===== config.mk =====
export PLATFORM = sky130hd
export DESIGN_NAME = fmas_seq
export DESIGN_NICKNAME = d
export VERILOG_FILES = /design/src/hw/fmas_pkg.sv /design/src/hw/fmas_tick_div.sv /design/src/hw/fmas_seq.sv
export VERILOG_INCLUDE_DIRS = /design/src /design/src/hw
export SDC_FILE = /design/constraint.sdc
export NUM_CORES = 1
export LEC_CHECK = 0
export BUFFER_PORTS_ARGS = -buffer_cell sky130_fd_sc_hd__buf_4
export CORE_UTILIZATION = 57
export DETAILED_ROUTE_END_ITERATION = 10
export GPL_TIMING_DRIVEN = 0
export PLACE_DENSITY = 0.78
export SYNTH_ARGS = -nofsm -noshare
export SYNTH_HDL_FRONTEND = slang
export SYNTH_HIERARCHICAL = 1
export SYNTH_SLANG_ARGS = --single-unit

===== constraint.sdc =====
create_clock -name clk -period 5.9 [get_ports clk]
set_clock_uncertainty 0.1 [all_clocks]
set_input_delay 0.885 -clock clk [delete_from_list [all_inputs] [get_ports clk]]
set_output_delay 0.885 -clock clk [all_outputs]
set_load 0.01 [all_outputs]

===== src/hw/fmas_defs.svh =====
`ifndef FMAS_DEFS_SVH
`define FMAS_DEFS_SVH
// ==========================================================
// timing
`define FMAS_CLK_NS          25
`define FMAS_TICK_NS         250
`define FMAS_TICK_CYC        ((`FMAS_TICK_NS + `FMAS_CLK_NS - 1) / `FMAS_CLK_NS)
`define FMAS_FLOAT_MIN_NS    4000
`define FMAS_FLOAT_MIN_TICKS ((`FMAS_FLOAT_MIN_NS + `FMAS_TICK_NS - 1) / `FMAS_TICK_NS)
// ==========================================================
// register byte offsets
`define FMAS_ADR_CTRL   8'h00
`define FMAS_ADR_STAT   8'h04
`define FMAS_ADR_AB     8'h08
`define FMAS_ADR_CD     8'h0c
`define FMAS_ADR_EF     8'h10
`define FMAS_ADR_LED    8'h14
`define FMAS_ADR_PER    8'h18
`define FMAS_ADR_CNT    8'h1c
// ==========================================================
// field positions
`define FMAS_CTRL_RUN   0
`define FMAS_CTRL_LED   1
`define FMAS_STAT_BUSY  0
`define FMAS_STAT_ERR   1
`define FMAS_STAT_HOLD  2
// ==========================================================
// reset values, in ticks
`define FMAS_RST_PA     16'h0004
`define FMAS_RST_PB     16'h0010
`define FMAS_RST_PC     16'h0014
`define FMAS_RST_PD     16'h001c
`define FMAS_RST_PE     16'h0024
`define FMAS_RST_PF     16'h002c
`define FMAS_RST_LEDON  16'h0006
`define FMAS_RST_LEDOFF 16'h001a
`define FMAS_RST_PER    16'h0040
`endif


===== src/hw/fmas_pkg.sv =====
package fmas_pkg;
  // sequencer phases
  typedef enum logic [1:0] {FMAS_IDLE, FMAS_FLOAT, FMAS_HOLD, FMAS_TAIL} fmas_phase_t;
  // whole state of the sequencer
  typedef struct packed {
    fmas_phase_t  ph;
    logic [15:0]  cnt;
    logic [15:0]  pulses;
    logic         run;
    logic         ledEn;
    logic         cfgErr;
    logic [15:0]  pa, pb, pc, pd, pe, pf;
    logic [15:0]  ledOn, ledOff, period;
    logic         pdConnect, tiaConnect, intReset, intPositive;
    logic         intNegative, intHold, ledDrive, bpfBypass, adcSample;
    logic         ack;
    logic [31:0]  dat;
  } fmas_state_t;
endpackage


===== src/hw/fmas_tick_div.sv =====
`timescale 1ns/1ps
`include "fmas_defs.svh"
// ==========================================================
// timing tick divider: one-cycle enable every tick period
module fmas_tick_div (
  input  wire logic clk,
  input  wire logic rstn,
  input  wire logic restart,
  output logic      tick
);
  logic [7:0] divQ;  // cycle counter within a tick
  logic [7:0] divD;
  logic       tickD;

  // count cycles, restart aligns the tick grid to a period
  always_comb begin
    divD  = divQ + 8'h01;
    tickD = 1'b0;
    if (restart) begin
      divD = 8'h00;
    end else if (divQ == 8'(`FMAS_TICK_CYC - 1)) begin
      divD  = 8'h00;
      tickD = 1'b1;
    end
  end

  // register divider
  always_ff @(posedge clk or negedge rstn) begin
    if (!rstn) begin
      divQ <= 8'h00;
      tick <= 1'b0;
    end else begin
      divQ <= divD;
      tick <= tickD;
    end
  end
endmodule // fmas_tick_div


===== src/hw/fmas_seq.sv =====
`timescale 1ns/1ps
`include "fmas_defs.svh"
// How it works
// - float interval at least four microseconds
// - photodiode stays connected during precondition
// - point A disconnects the photodiode
// - amplifier isolated while the photodiode floats
// - integrator cleared just before positive phase
// - point B starts positive integration
// - point C starts negative integration until F
// - point D reconnects photodiode for charge dump
// - point E disconnects the amplifier
// - point F holds integrator until converter samples
// - LED pulse lies between A and D
// - float mode bypasses the band-pass filter
// - charge dump lies inside negative phase
module fmas_seq
  import fmas_pkg::*;
(
  input  wire logic        clk,
  input  wire logic        rstn,
  input  wire logic        wbCyc,
  input  wire logic        wbStb,
  input  wire logic        wbWe,
  input  wire logic [7:0]  wbAdr,
  input  wire logic [3:0]  wbSel,
  input  wire logic [31:0] wbDatW,
  output logic [31:0]      wbDatR,
  output logic             wbAck,
  input  wire logic        adcDone,
  output logic             pdConnect,
  output logic             tiaConnect,
  output logic             intReset,
  output logic             intPositive,
  output logic             intNegative,
  output logic             intHold,
  output logic             ledDrive,
  output logic             bpfBypass,
  output logic             adcSample
);
  // ==========================================================
  // state and helpers
  fmas_state_t s_q;      // all registered state
  fmas_state_t s_d;      // next state
  logic        tick;     // one-cycle timing tick
  logic        restart;  // realigns the tick grid
  logic        cfgOk;    // programmed points are usable
  logic        busWr;    // accepted write this cycle
  logic        busRd;    // accepted read this cycle
  logic        inFloat;  // photodiode floating at next state

  // half-open range test on tick counts
  function automatic logic inRange(input logic [15:0] c,
                                   input logic [15:0] lo,
                                   input logic [15:0] hi);
    inRange = (c >= lo) && (c < hi);
  endfunction

  // byte-lane merge of a write into a word
  function automatic logic [31:0] merge(input logic [31:0] old,
                                        input logic [31:0] nw,
                                        input logic [3:0]  sel);
    logic [31:0] r;
    r = old;
    for (int i = 0; i < 4; i++) begin
      if (sel[i]) begin
        r[i*8 +: 8] = nw[i*8 +: 8];
      end
    end
    merge = r;
  endfunction

  // ==========================================================
  // tick divider
  fmas_tick_div u_div (
    .clk     (clk),
    .rstn    (rstn),
    .restart (restart),
    .tick    (tick)
  );

  assign restart = (s_q.ph == FMAS_IDLE);

  // ==========================================================
  // configuration check
  always_comb begin
    // ordered points, float long enough, LED inside float
    cfgOk = (s_q.pa < s_q.pb) && (s_q.pb < s_q.pc) &&
            (s_q.pc < s_q.pd) && (s_q.pd < s_q.pe) &&
            (s_q.pe < s_q.pf) && (s_q.pf < s_q.period) &&
            (s_q.pa != 16'h0000) &&
            ((s_q.pd - s_q.pa) >= 16'(`FMAS_FLOAT_MIN_TICKS)) &&
            (!s_q.ledEn || ((s_q.ledOn >= s_q.pa) &&
                            (s_q.ledOff <= s_q.pd) &&
                            (s_q.ledOn < s_q.ledOff)));
  end

  assign busWr = wbCyc && wbStb && wbWe && !s_q.ack;
  assign busRd = wbCyc && wbStb && !wbWe && !s_q.ack;

  // ==========================================================
  // next state
  always_comb begin
    logic [31:0] w;
    logic        errSet;
    logic        errClr;
    w      = 32'h0000_0000;
    errSet = 1'b0;
    errClr = 1'b0;
    s_d    = s_q;
    s_d.ack       = busWr || busRd;
    s_d.adcSample = 1'b0;

    // register writes
    if (busWr) begin
      case (wbAdr)
        `FMAS_ADR_CTRL: begin
          w = merge({30'h0, s_q.ledEn, s_q.run}, wbDatW, wbSel);
          s_d.run   = w[`FMAS_CTRL_RUN];
          s_d.ledEn = w[`FMAS_CTRL_LED];
        end
        `FMAS_ADR_STAT: begin
          // write one clears the error flag
          errClr = wbSel[0] && wbDatW[`FMAS_STAT_ERR];
        end
        `FMAS_ADR_AB:  {s_d.pb, s_d.pa} = merge({s_q.pb, s_q.pa}, wbDatW, wbSel);
        `FMAS_ADR_CD:  {s_d.pd, s_d.pc} = merge({s_q.pd, s_q.pc}, wbDatW, wbSel);
        `FMAS_ADR_EF:  {s_d.pf, s_d.pe} = merge({s_q.pf, s_q.pe}, wbDatW, wbSel);
        `FMAS_ADR_LED: {s_d.ledOff, s_d.ledOn} = merge({s_q.ledOff, s_q.ledOn}, wbDatW, wbSel);
        `FMAS_ADR_PER: begin
          w = merge({16'h0000, s_q.period}, wbDatW, wbSel);
          s_d.period = w[15:0];
        end
        default: w = 32'h0000_0000;  // unmapped or read-only: acked, ignored
      endcase
    end

    // register reads
    if (busRd) begin
      case (wbAdr)
        `FMAS_ADR_CTRL: s_d.dat = {30'h0, s_q.ledEn, s_q.run};
        `FMAS_ADR_STAT: s_d.dat = {29'h0, s_q.intHold, s_q.cfgErr,
                                   s_q.ph != FMAS_IDLE};
        `FMAS_ADR_AB:   s_d.dat = {s_q.pb, s_q.pa};
        `FMAS_ADR_CD:   s_d.dat = {s_q.pd, s_q.pc};
        `FMAS_ADR_EF:   s_d.dat = {s_q.pf, s_q.pe};
        `FMAS_ADR_LED:  s_d.dat = {s_q.ledOff, s_q.ledOn};
        `FMAS_ADR_PER:  s_d.dat = {16'h0000, s_q.period};
        `FMAS_ADR_CNT:  s_d.dat = {s_q.pulses, s_q.cnt};
        default:        s_d.dat = 32'h0000_0000;
      endcase
    end

    // sequencer walk over one pulse period
    case (s_q.ph)
      FMAS_IDLE: begin
        s_d.cnt = 16'h0000;
        if (s_q.run) begin
          if (cfgOk) begin
            s_d.ph = FMAS_FLOAT;
          end else begin
            // bad timing refused: stop and flag
            s_d.run = 1'b0;
            errSet  = 1'b1;
          end
        end
      end
      FMAS_FLOAT: begin
        if (tick) begin
          s_d.cnt = s_q.cnt + 16'h0001;
          if (s_q.cnt >= s_q.pf - 16'h0001) begin
            // reaching the final point: freeze at once, no idle gap
            s_d.ph        = FMAS_HOLD;
            s_d.adcSample = 1'b1;
          end
        end
      end
      FMAS_HOLD: begin
        // keep holding until the converter has sampled
        if (adcDone) begin
          s_d.ph = FMAS_TAIL;
        end
      end
      FMAS_TAIL: begin
        if (tick) begin
          if (s_q.cnt >= s_q.period - 16'h0001) begin
            // end of period: next pulse or stop
            s_d.pulses = s_q.pulses + 16'h0001;
            s_d.cnt    = 16'h0000;
            if (!s_q.run) begin
              s_d.ph = FMAS_IDLE;
            end else if (!cfgOk) begin
              s_d.ph  = FMAS_IDLE;
              s_d.run = 1'b0;
              errSet  = 1'b1;
            end else begin
              s_d.ph = FMAS_FLOAT;
            end
          end else begin
            s_d.cnt = s_q.cnt + 16'h0001;
          end
        end
      end
      default: begin
        s_d.ph = FMAS_IDLE;
      end
    endcase

    // error flag: a new set beats a clear
    s_d.cfgErr = (s_q.cfgErr && !errClr) || errSet;

    // switch outputs from the next phase and count
    inFloat        = (s_d.ph == FMAS_FLOAT) &&
                     inRange(s_d.cnt, s_d.pa, s_d.pd);
    s_d.pdConnect  = !inFloat;
    s_d.tiaConnect = (s_d.ph == FMAS_FLOAT) ?
                     (s_d.cnt < s_d.pa) ||
                     inRange(s_d.cnt, s_d.pd, s_d.pe) :
                     (s_d.ph == FMAS_IDLE);
    s_d.intReset   = (s_d.ph == FMAS_FLOAT) &&
                     (s_d.cnt == s_d.pb - 16'h0001);
    s_d.intPositive = (s_d.ph == FMAS_FLOAT) &&
                      inRange(s_d.cnt, s_d.pb, s_d.pc);
    s_d.intNegative = (s_d.ph == FMAS_FLOAT) &&
                      inRange(s_d.cnt, s_d.pc, s_d.pf);
    s_d.intHold    = (s_d.ph == FMAS_HOLD);
    s_d.ledDrive   = s_d.ledEn && (s_d.ph == FMAS_FLOAT) &&
                     inRange(s_d.cnt, s_d.ledOn, s_d.ledOff);
    s_d.bpfBypass  = (s_d.ph != FMAS_IDLE);
  end

  // ==========================================================
  // state register
  always_ff @(posedge clk or negedge rstn) begin
    if (!rstn) begin
      s_q             <= '0;
      s_q.ph          <= FMAS_IDLE;
      s_q.pa          <= `FMAS_RST_PA;
      s_q.pb          <= `FMAS_RST_PB;
      s_q.pc          <= `FMAS_RST_PC;
      s_q.pd          <= `FMAS_RST_PD;
      s_q.pe          <= `FMAS_RST_PE;
      s_q.pf          <= `FMAS_RST_PF;
      s_q.ledOn       <= `FMAS_RST_LEDON;
      s_q.ledOff      <= `FMAS_RST_LEDOFF;
      s_q.period      <= `FMAS_RST_PER;
      s_q.pdConnect   <= 1'b1;
      s_q.tiaConnect  <= 1'b1;
    end else begin
      s_q <= s_d;
    end
  end

  // ==========================================================
  // outputs straight from flops
  assign wbDatR      = s_q.dat;
  assign wbAck       = s_q.ack;
  assign pdConnect   = s_q.pdConnect;
  assign tiaConnect  = s_q.tiaConnect;
  assign intReset    = s_q.intReset;
  assign intPositive = s_q.intPositive;
  assign intNegative = s_q.intNegative;
  assign intHold     = s_q.intHold;
  assign ledDrive    = s_q.ledDrive;
  assign bpfBypass   = s_q.bpfBypass;
  assign adcSample   = s_q.adcSample;
endmodule // fmas_seq


==> results.yml, run 1 <==
timing:
  whs_ps: 123
  max_clock_freq_mhz: 170
  fin_crit_sh_pct: 99.9
  drv_slew: 0
  hold_violations: 0
  slew_headroom_pct: 5.83
  tightestPinTransition_ps: 1400
  finalCriticalPeriod_ps: 5900
  setup_viol: 0
critical_path:
  critPathMaxStageDelay_ps: 640
  cp.required_ps: 6290
  critPathSlowestCell: "a211oi_2"
  worstSetupEndpointType: "flop"
  crit_family: "compound AO/OA/AOI/OAI gates"
  crit_buf_inv: 11
  crit_fanout: 6
  crit_path_frequent_cell: "buf_4"
  cp.arrival_ps: 6290
  critical_path_class: "flop to flop"
  start_kind: "flop"
clock_tree:
  hold_buffers: 0
  cts.clk_slew.worst_paths_ps: 60
  clkLatencyLatePin_ps: 580
  numClockSinks: 232
  cts_tree: "built"
  cts_buffer_depth: 3
  root_buffer: "clkbuf_16"
  numCtsBuffers: 28
  htreeDepth: 1
floorplanning:
  die_w_um: 187
  fp-row-count: 67
  start_util_pct: 58.0
  die_y_um: 187
  die-area_mm2: 0.0350
  coreArea_mm2: 0.0336
  io_pins: 92
power:
  peakVddDrop_uv: 263
  power.total_mw: 3.92
  leakage_nw: 11.8
  pwr_density_cell_mw_per_mm2: 174
hold_path:
  hold_class: "primary input to async pin"
run_status:
  status: "finished clean"
layout:
  final_layout_size_suffix_gt1_share_pct: 15.8
  largest_reg_flops: 181
  seq_area_mm2: 0.00583
  multiInputGateArea_mm2: 0.0125
  max_flop_register: "s_q"
  nNetsFinal: 2746
  area_delta_synth_final_pct: 15.5
  n_fill_cell: 2830
logic_synthesis:
  ys_types: 86
  seq_area_frac_synth_pct: 29.9
  postSynth.asyncResetShare_pct: 100
  synthesis.area_mm2: 0.0195
  ys_warn_count: 6
  postSynthAreaPerCell_um2: 8.86
  ys_ff_latch: 232
  syn_nets: 2563
  synth_cells: 2201
  synth-edff-count: 0
  synthFlopType: "dfrtp_1"
grt:
  grt_start_max_net_pins: 105
  grt_pass1_wl_um: 114000
  grt_pass1_vias: 18500
  track_usage_pct: 44.5
  antenna_found_initial: 2
  overflow: 0
place:
  routabilityCongestion: 1.04
  port_buffers: 91
  dp_hpwl_um: 62300
flow_run:
  maxCapViolations: 0
drt:
  drtIter0Drc: 2426
  dr_total_vias: 19000
  wirelength_um: 78100
  routed_via_density: 6.64
  wire_per_inst_um: 27.4
  drc_errors: 0
  drtAntennaViolNets: 0
  drt_first_pass_iters: 6
==> per-stage QoR <==
step | utilization, % | TNS (ps) | worst slack [ps] | cells | instance area [µm²]
floorplan | - | 0 | 388 | 2201 | 19500
CTS | 66.5 | 0 | 11.7 | 2839 | 22400
global placement | 61.7 | -14440 | -3340 | 2740 | 20700
finish | 67.0 | 0 | 3.90 | 2855 | 22500
global route | 67.0 | -58.5 | -29.6 | 2854 | 22500
detailed placement | 62.3 | -7340 | -1850 | 2751 | 20900
==> metal layers <==
metal,global-route usage (%),up-vias,part of all wire [%]
li1,-,8285,-
met1,57.9,9269,38
met2,70.2,1157,44
met3,8.65,248,11
met4,23.3,0,5.8
met5,0,-,0
==> layout by cell type (no fill, tap or decap), types with 8 or more instances in the layout <==
cell	instances
nor4_1	19
a31oi_1	16
inv_1	270
nand2_1	176
nor2b_1	17
a221oi_1	33
nand4_1	63
xnor2_1	60
nor2_1	112
o2111ai_1	10
buf_4	169
dfstp_2	20
buf_6	8
a21oi_1	116
or3_1	9
nand3_1	50
mux2i_1	60
nor3_2	14
clkbuf_16	29
ha_1	311
mux2_2	59
o211ai_1	12
a21o_1	64
nand2b_1	11
nor3_1	33
clkbuf_1	51
xor2_1	16
and3_1	14
dfrtp_1	211
o22ai_1	21
o21ai_0	154
a211oi_1	16
==> final cells by class <==
class                      instances  area share, %
buffer                            82           1.96
timing repair buffer             153           5.63
sequential                       232           25.9
inverter                         272           4.53
multi-input combinational       1615           55.5
antenna                            1         0.0111
clock inverter                    11          0.517
clock buffer                      41           3.47
tap                              448           2.49
==> synth_stat cells, types with 4 or more instances <==
cell	instances	area [µm²]
ha_1	311	3890
inv_1	271	1020
dfrtp_1	212	5310
nand2_1	179	672
o21ai_0	155	776
nor2_1	120	450
a21oi_1	119	596
a21o_1	64	480
nand4_1	63	394
mux2i_1	60	601
xnor2_1	60	526
mux2_2	59	664
nand3_1	51	255
nor3_1	47	235
clkbuf_1	41	154
a221oi_1	33	289
buf_4	32	240
nor4_1	21	131
o22ai_1	21	131
a211oi_1	20	150
dfstp_2	20	526
a31oi_1	17	106
nor2b_1	17	106
xor2_1	16	140
and3_1	14	87.6
o211ai_1	12	90.1
nand2b_1	11	68.8
o2111ai_1	10	87.6
or3_1	9	56.3
and4_1	7	61.3
buf_1	7	26.3
o21a_1	7	52.6
o41ai_1	7	61.3
a211o_1	6	52.6
and2_1	6	37.5
nor4_2	6	75.1
a2111oi_0	5	43.8
a22oi_1	5	37.5
nor3b_1	5	37.5
a311oi_1	4	35.0
a31o_2	4	35.0
o31ai_1	4	30.0
or4_1	4	30.0
==> worst reg2reg max path: cells and delay by family (launching register included) <==
| family | cells | cell delay [ps] |
|---|---|---|
| AO/OA/AOI/OAI | 9 | 2400 |
| XOR/XNOR | 1 | 180 |
| adder cells (fa/ha/maj) | 2 | 550 |
| buffers and inverters | 11 | 1640 |
| flip-flops | 1 | 420 |
| AND/OR/NAND/NOR | 5 | 550 |
==> power breakdown <==
group	total, mW	switching (mW)	internal, mW
combinational	0.489	0.270	0.219
sequential	1.69	0.0440	1.64
clock	1.74	0.737	1.00
total	3.92	1.05	2.87
==> final timing paths <==
| check | from | end | slack (ps) | depth (start not counted) |
|---|---|---|---|---|
| max | s_q[45] | tiaConnect | 4 | 28 |
| min | rstn | wbDatR[26] | 120 | 1 |
| max reg2reg | s_q[45] | tiaConnect | 4 | 28 |
| min reg2reg | s_q[200] | s_q[200] | 410 | 1 |
| max in group asynchronous | rstn | s_q[44] | 4260 | 3 |
| min in group clk | s_q[200] | s_q[200] | 410 | 1 |
==> timing repair <==
action	4_1_cts	5_1_grt
endpoints found under the setup margin	6	5
setup buffers	36	15
pin swaps	17	15
gates resized for setup	48	9
==> logic make-up (layout without fill, tap and decap cells) <==
group                    Yosys count  count (layout)  share of synthesized area [%]
multiplexers                     121             121                           6.68
AND/OR/NAND/NOR                  580             580                           14.9
AO/OA/AOI/OAI                    520             520                           17.0
XOR/XNOR                          80              80                           3.88
flip-flops                       232             232                           29.9
other                              0               1                              0
buffers and inverters            354             559                           7.44
adder cells (fa/ha/maj)          314             314                           20.2
No activity file was read; power rests on OpenSTA's default activity.
==> run 2: changes to the inputs <==
- SYNTH_HIERARCHICAL: 1 -> unset
==> results.yml, run 2 <==
power:
  pwr_density_cell_mw_per_mm2: 183
  peakVddDrop_uv: 197
  leakage_nw: 11.7
place:
  routabilityCongestion: 1.07
  place_area_mm2: 0.0207
  port_buffers: 90
  dp_hpwl_um: 63600
logic_synthesis:
  syn_nets: 2618
  synth_cells: 2253
  ys_top_cells_by_area: "dfrtp_1, ha_1, inv_1, o21ai_0, nand2_1"
  postSynthAreaPerCell_um2: 8.60
  ys_ff_latch: 232
  seq_area_frac_synth_pct: 30.1
  synth-edff-count: 0
  ys_types: 85
  ys_warn_count: 0
  ys_top_cells_by_count: "ha_1, inv_1, dfrtp_1"
  synth_top_area_share_pct: 27.4
  synthFlopType: "dfrtp_1"
  yosysMostFrequentCell: "ha_1"
  postSynth.asyncResetShare_pct: 100
  synthesis.area_mm2: 0.0194
  yosys.area.top_type: "dfrtp_1"
critical_path:
  start_kind: "flop"
  worstSetupEndpointType: "flop"
  timing.rr.start: "s_q[45]"
  crit_fanout: 6
  r2r_cells: 23
  critical_path_class: "flop to flop"
  rrSetupSlack_ps: -120
  crit_start: "s_q[45]"
  cp.arrival_ps: 6390
  cp.required_ps: 6270
  r2r_end: "tiaConnect"
floorplanning:
  die_y_um: 186
  die_w_um: 186
  start_util_pct: 57.8
  coreArea_mm2: 0.0335
  die-area_mm2: 0.0347
  fp-row-count: 67
  io_pins: 92
layout:
  largest_reg_flops: 181
  fin_area_mm2: 0.0223
  post-route-util_pct: 66.6
  final_layout_size_suffix_gt1_share_pct: 14.3
  nNetsFinal: 2777
  n_antenna_cell: 0
  final_common_cell: "ha_1"
  final_cell_mix: "ha_1, inv_1, dfrtp_1, nand2_1, o21ai_0"
  max_flop_register: "s_q"
  area_delta_synth_final_pct: 15.3
drt:
  drc_errors: 0
  dr_wl_met3_um: 11200
  wl_met1_um: 30600
  dr_total_vias: 19200
  routed-wl-met2_um: 32700
  drtAntennaViolNets: 0
  drt_first_pass_iters: 8
  wirelength_um: 79400
  wire_per_inst_um: 27.6
  dr.max_layer_used: "met4"
  drtIter0Drc: 2796
  routed_via_density: 6.66
grt:
  grt_pass1_wl_um: 114000
  grt_start_max_net_pins: 116
  overflow: 0
  grt_pass1_vias: 18200
  antenna_found_initial: 0
  track_usage_pct: 44.7
clock_tree:
  cts_buffer_depth: 3
  htreeDepth: 1
  cts_tree: "built"
  numClockSinks: 232
  clkLatencyLatePin_ps: 560
  root_buffer: "clkbuf_16"
  cts.clk_slew.worst_paths_ps: 60
  numCtsBuffers: 27
timing:
  fin_crit_sh_pct: 102
  tightestPinTransition_ps: 1410
  finalCriticalPeriod_ps: 6020
  hold_violations: 0
  drv_slew: 0
  timing.final.ws_setup_ps: -118
  slew_headroom_pct: 5.03
  max_clock_freq_mhz: 166
  setup_viol: 2
  rsz0062_at_grt: "true"
flow_run:
  maxCapViolations: 0
run_status:
  violations: "negative setup slack"
  status: "finished with violations"
hold_path:
  hold_class: "primary input to async pin"
==> run 2: critical path: stages, from the launching register on <==
cell        delay [ps]
dfrtp_2            450
nor4_4             330
nand2_2            140
nor4_4             390
nand2_2            160
nor3_2             150
xnor2_1            120
ha_1               350
nand2_2             90
buf_4              140
o21ai_2            340
a22oi_2            170
o211ai_1           230
nand2_2            240
nand2_4            200
clkinvlp_4         250
ha_4               360
nand4_1            220
o21ai_4            310
a2111oi_4           70
nand3b_1           140
o211ai_1           260
a311o_1            510
a31oi_1            200
==> run 2: metal layers <==
metal / vias up / global-route usage [%]
met3: 277 / 10.6
li1: 8398 / -
met4: 0 / 23.3
met5: - / 0
met2: 1401 / 65.6
met1: 9106 / 61.0
==> run 2: how the worst max path moves through the flow <==
stage | endpoint | cells past startpoint
final | tiaConnect | 23
after global routing | tiaConnect | 23
after floorplan | pdConnect | 23
after CTS | pdConnect | 26
after global placement | pdConnect | 23
after detailed placement | pdConnect | 23
==> run 2: cell type report <==
type	instances	area (µm²)
buffer	79	428
clock buffer	33	728
clock inverter	16	249
fill	2824	11200
inverter	279	1050
multi-input combinational	1663	12400
sequential	232	5830
tap	448	561
timing repair buffer	130	1040
==> run 2: cells by family after synthesis <==
logic type,Yosys count,synth area share (%)
adder cells (fa/ha/maj),317,20.5
multiplexers,76,4.21
AO/OA/AOI/OAI,553,18.1
XOR/XNOR,83,3.75
buffers and inverters,358,7.61
flip-flops,232,30.1
AND/OR/NAND/NOR,634,15.8
==> run 2: stage by stage <==
step	total power [mW]	hold slack [ps]	setup TNS [ps]	std cells	setup slack [ps]
after global routing	4.18	88.3	-431	2880	-170
after floorplan	1.96	346	0	2253	385
after detailed placement	2.20	375	-13290	2793	-2610
after CTS	4.06	78.9	-16.6	2859	-16.6
after global placement	2.18	358	-13100	2791	-2560
final	4.08	75.8	-190	2880	-118
==> run 2: repair_timing <==
item | in CTS | in global routing
buffers inserted | 17 | 21
hold buffers | 0 | 0
gates resized for setup | 57 | 36
gates cloned | 0 | 0
setup endpoints to repair | 12 | 5
pin swaps | 12 | 32
==> run 2: power breakdown <==
part | internal [mW] | total (mW) | switching [mW]
clock | 1.14 | 1.89 | 0.753
combinational | 0.223 | 0.493 | 0.270
sequential | 1.65 | 1.69 | 0.0455
total | 3.01 | 4.08 | 1.07
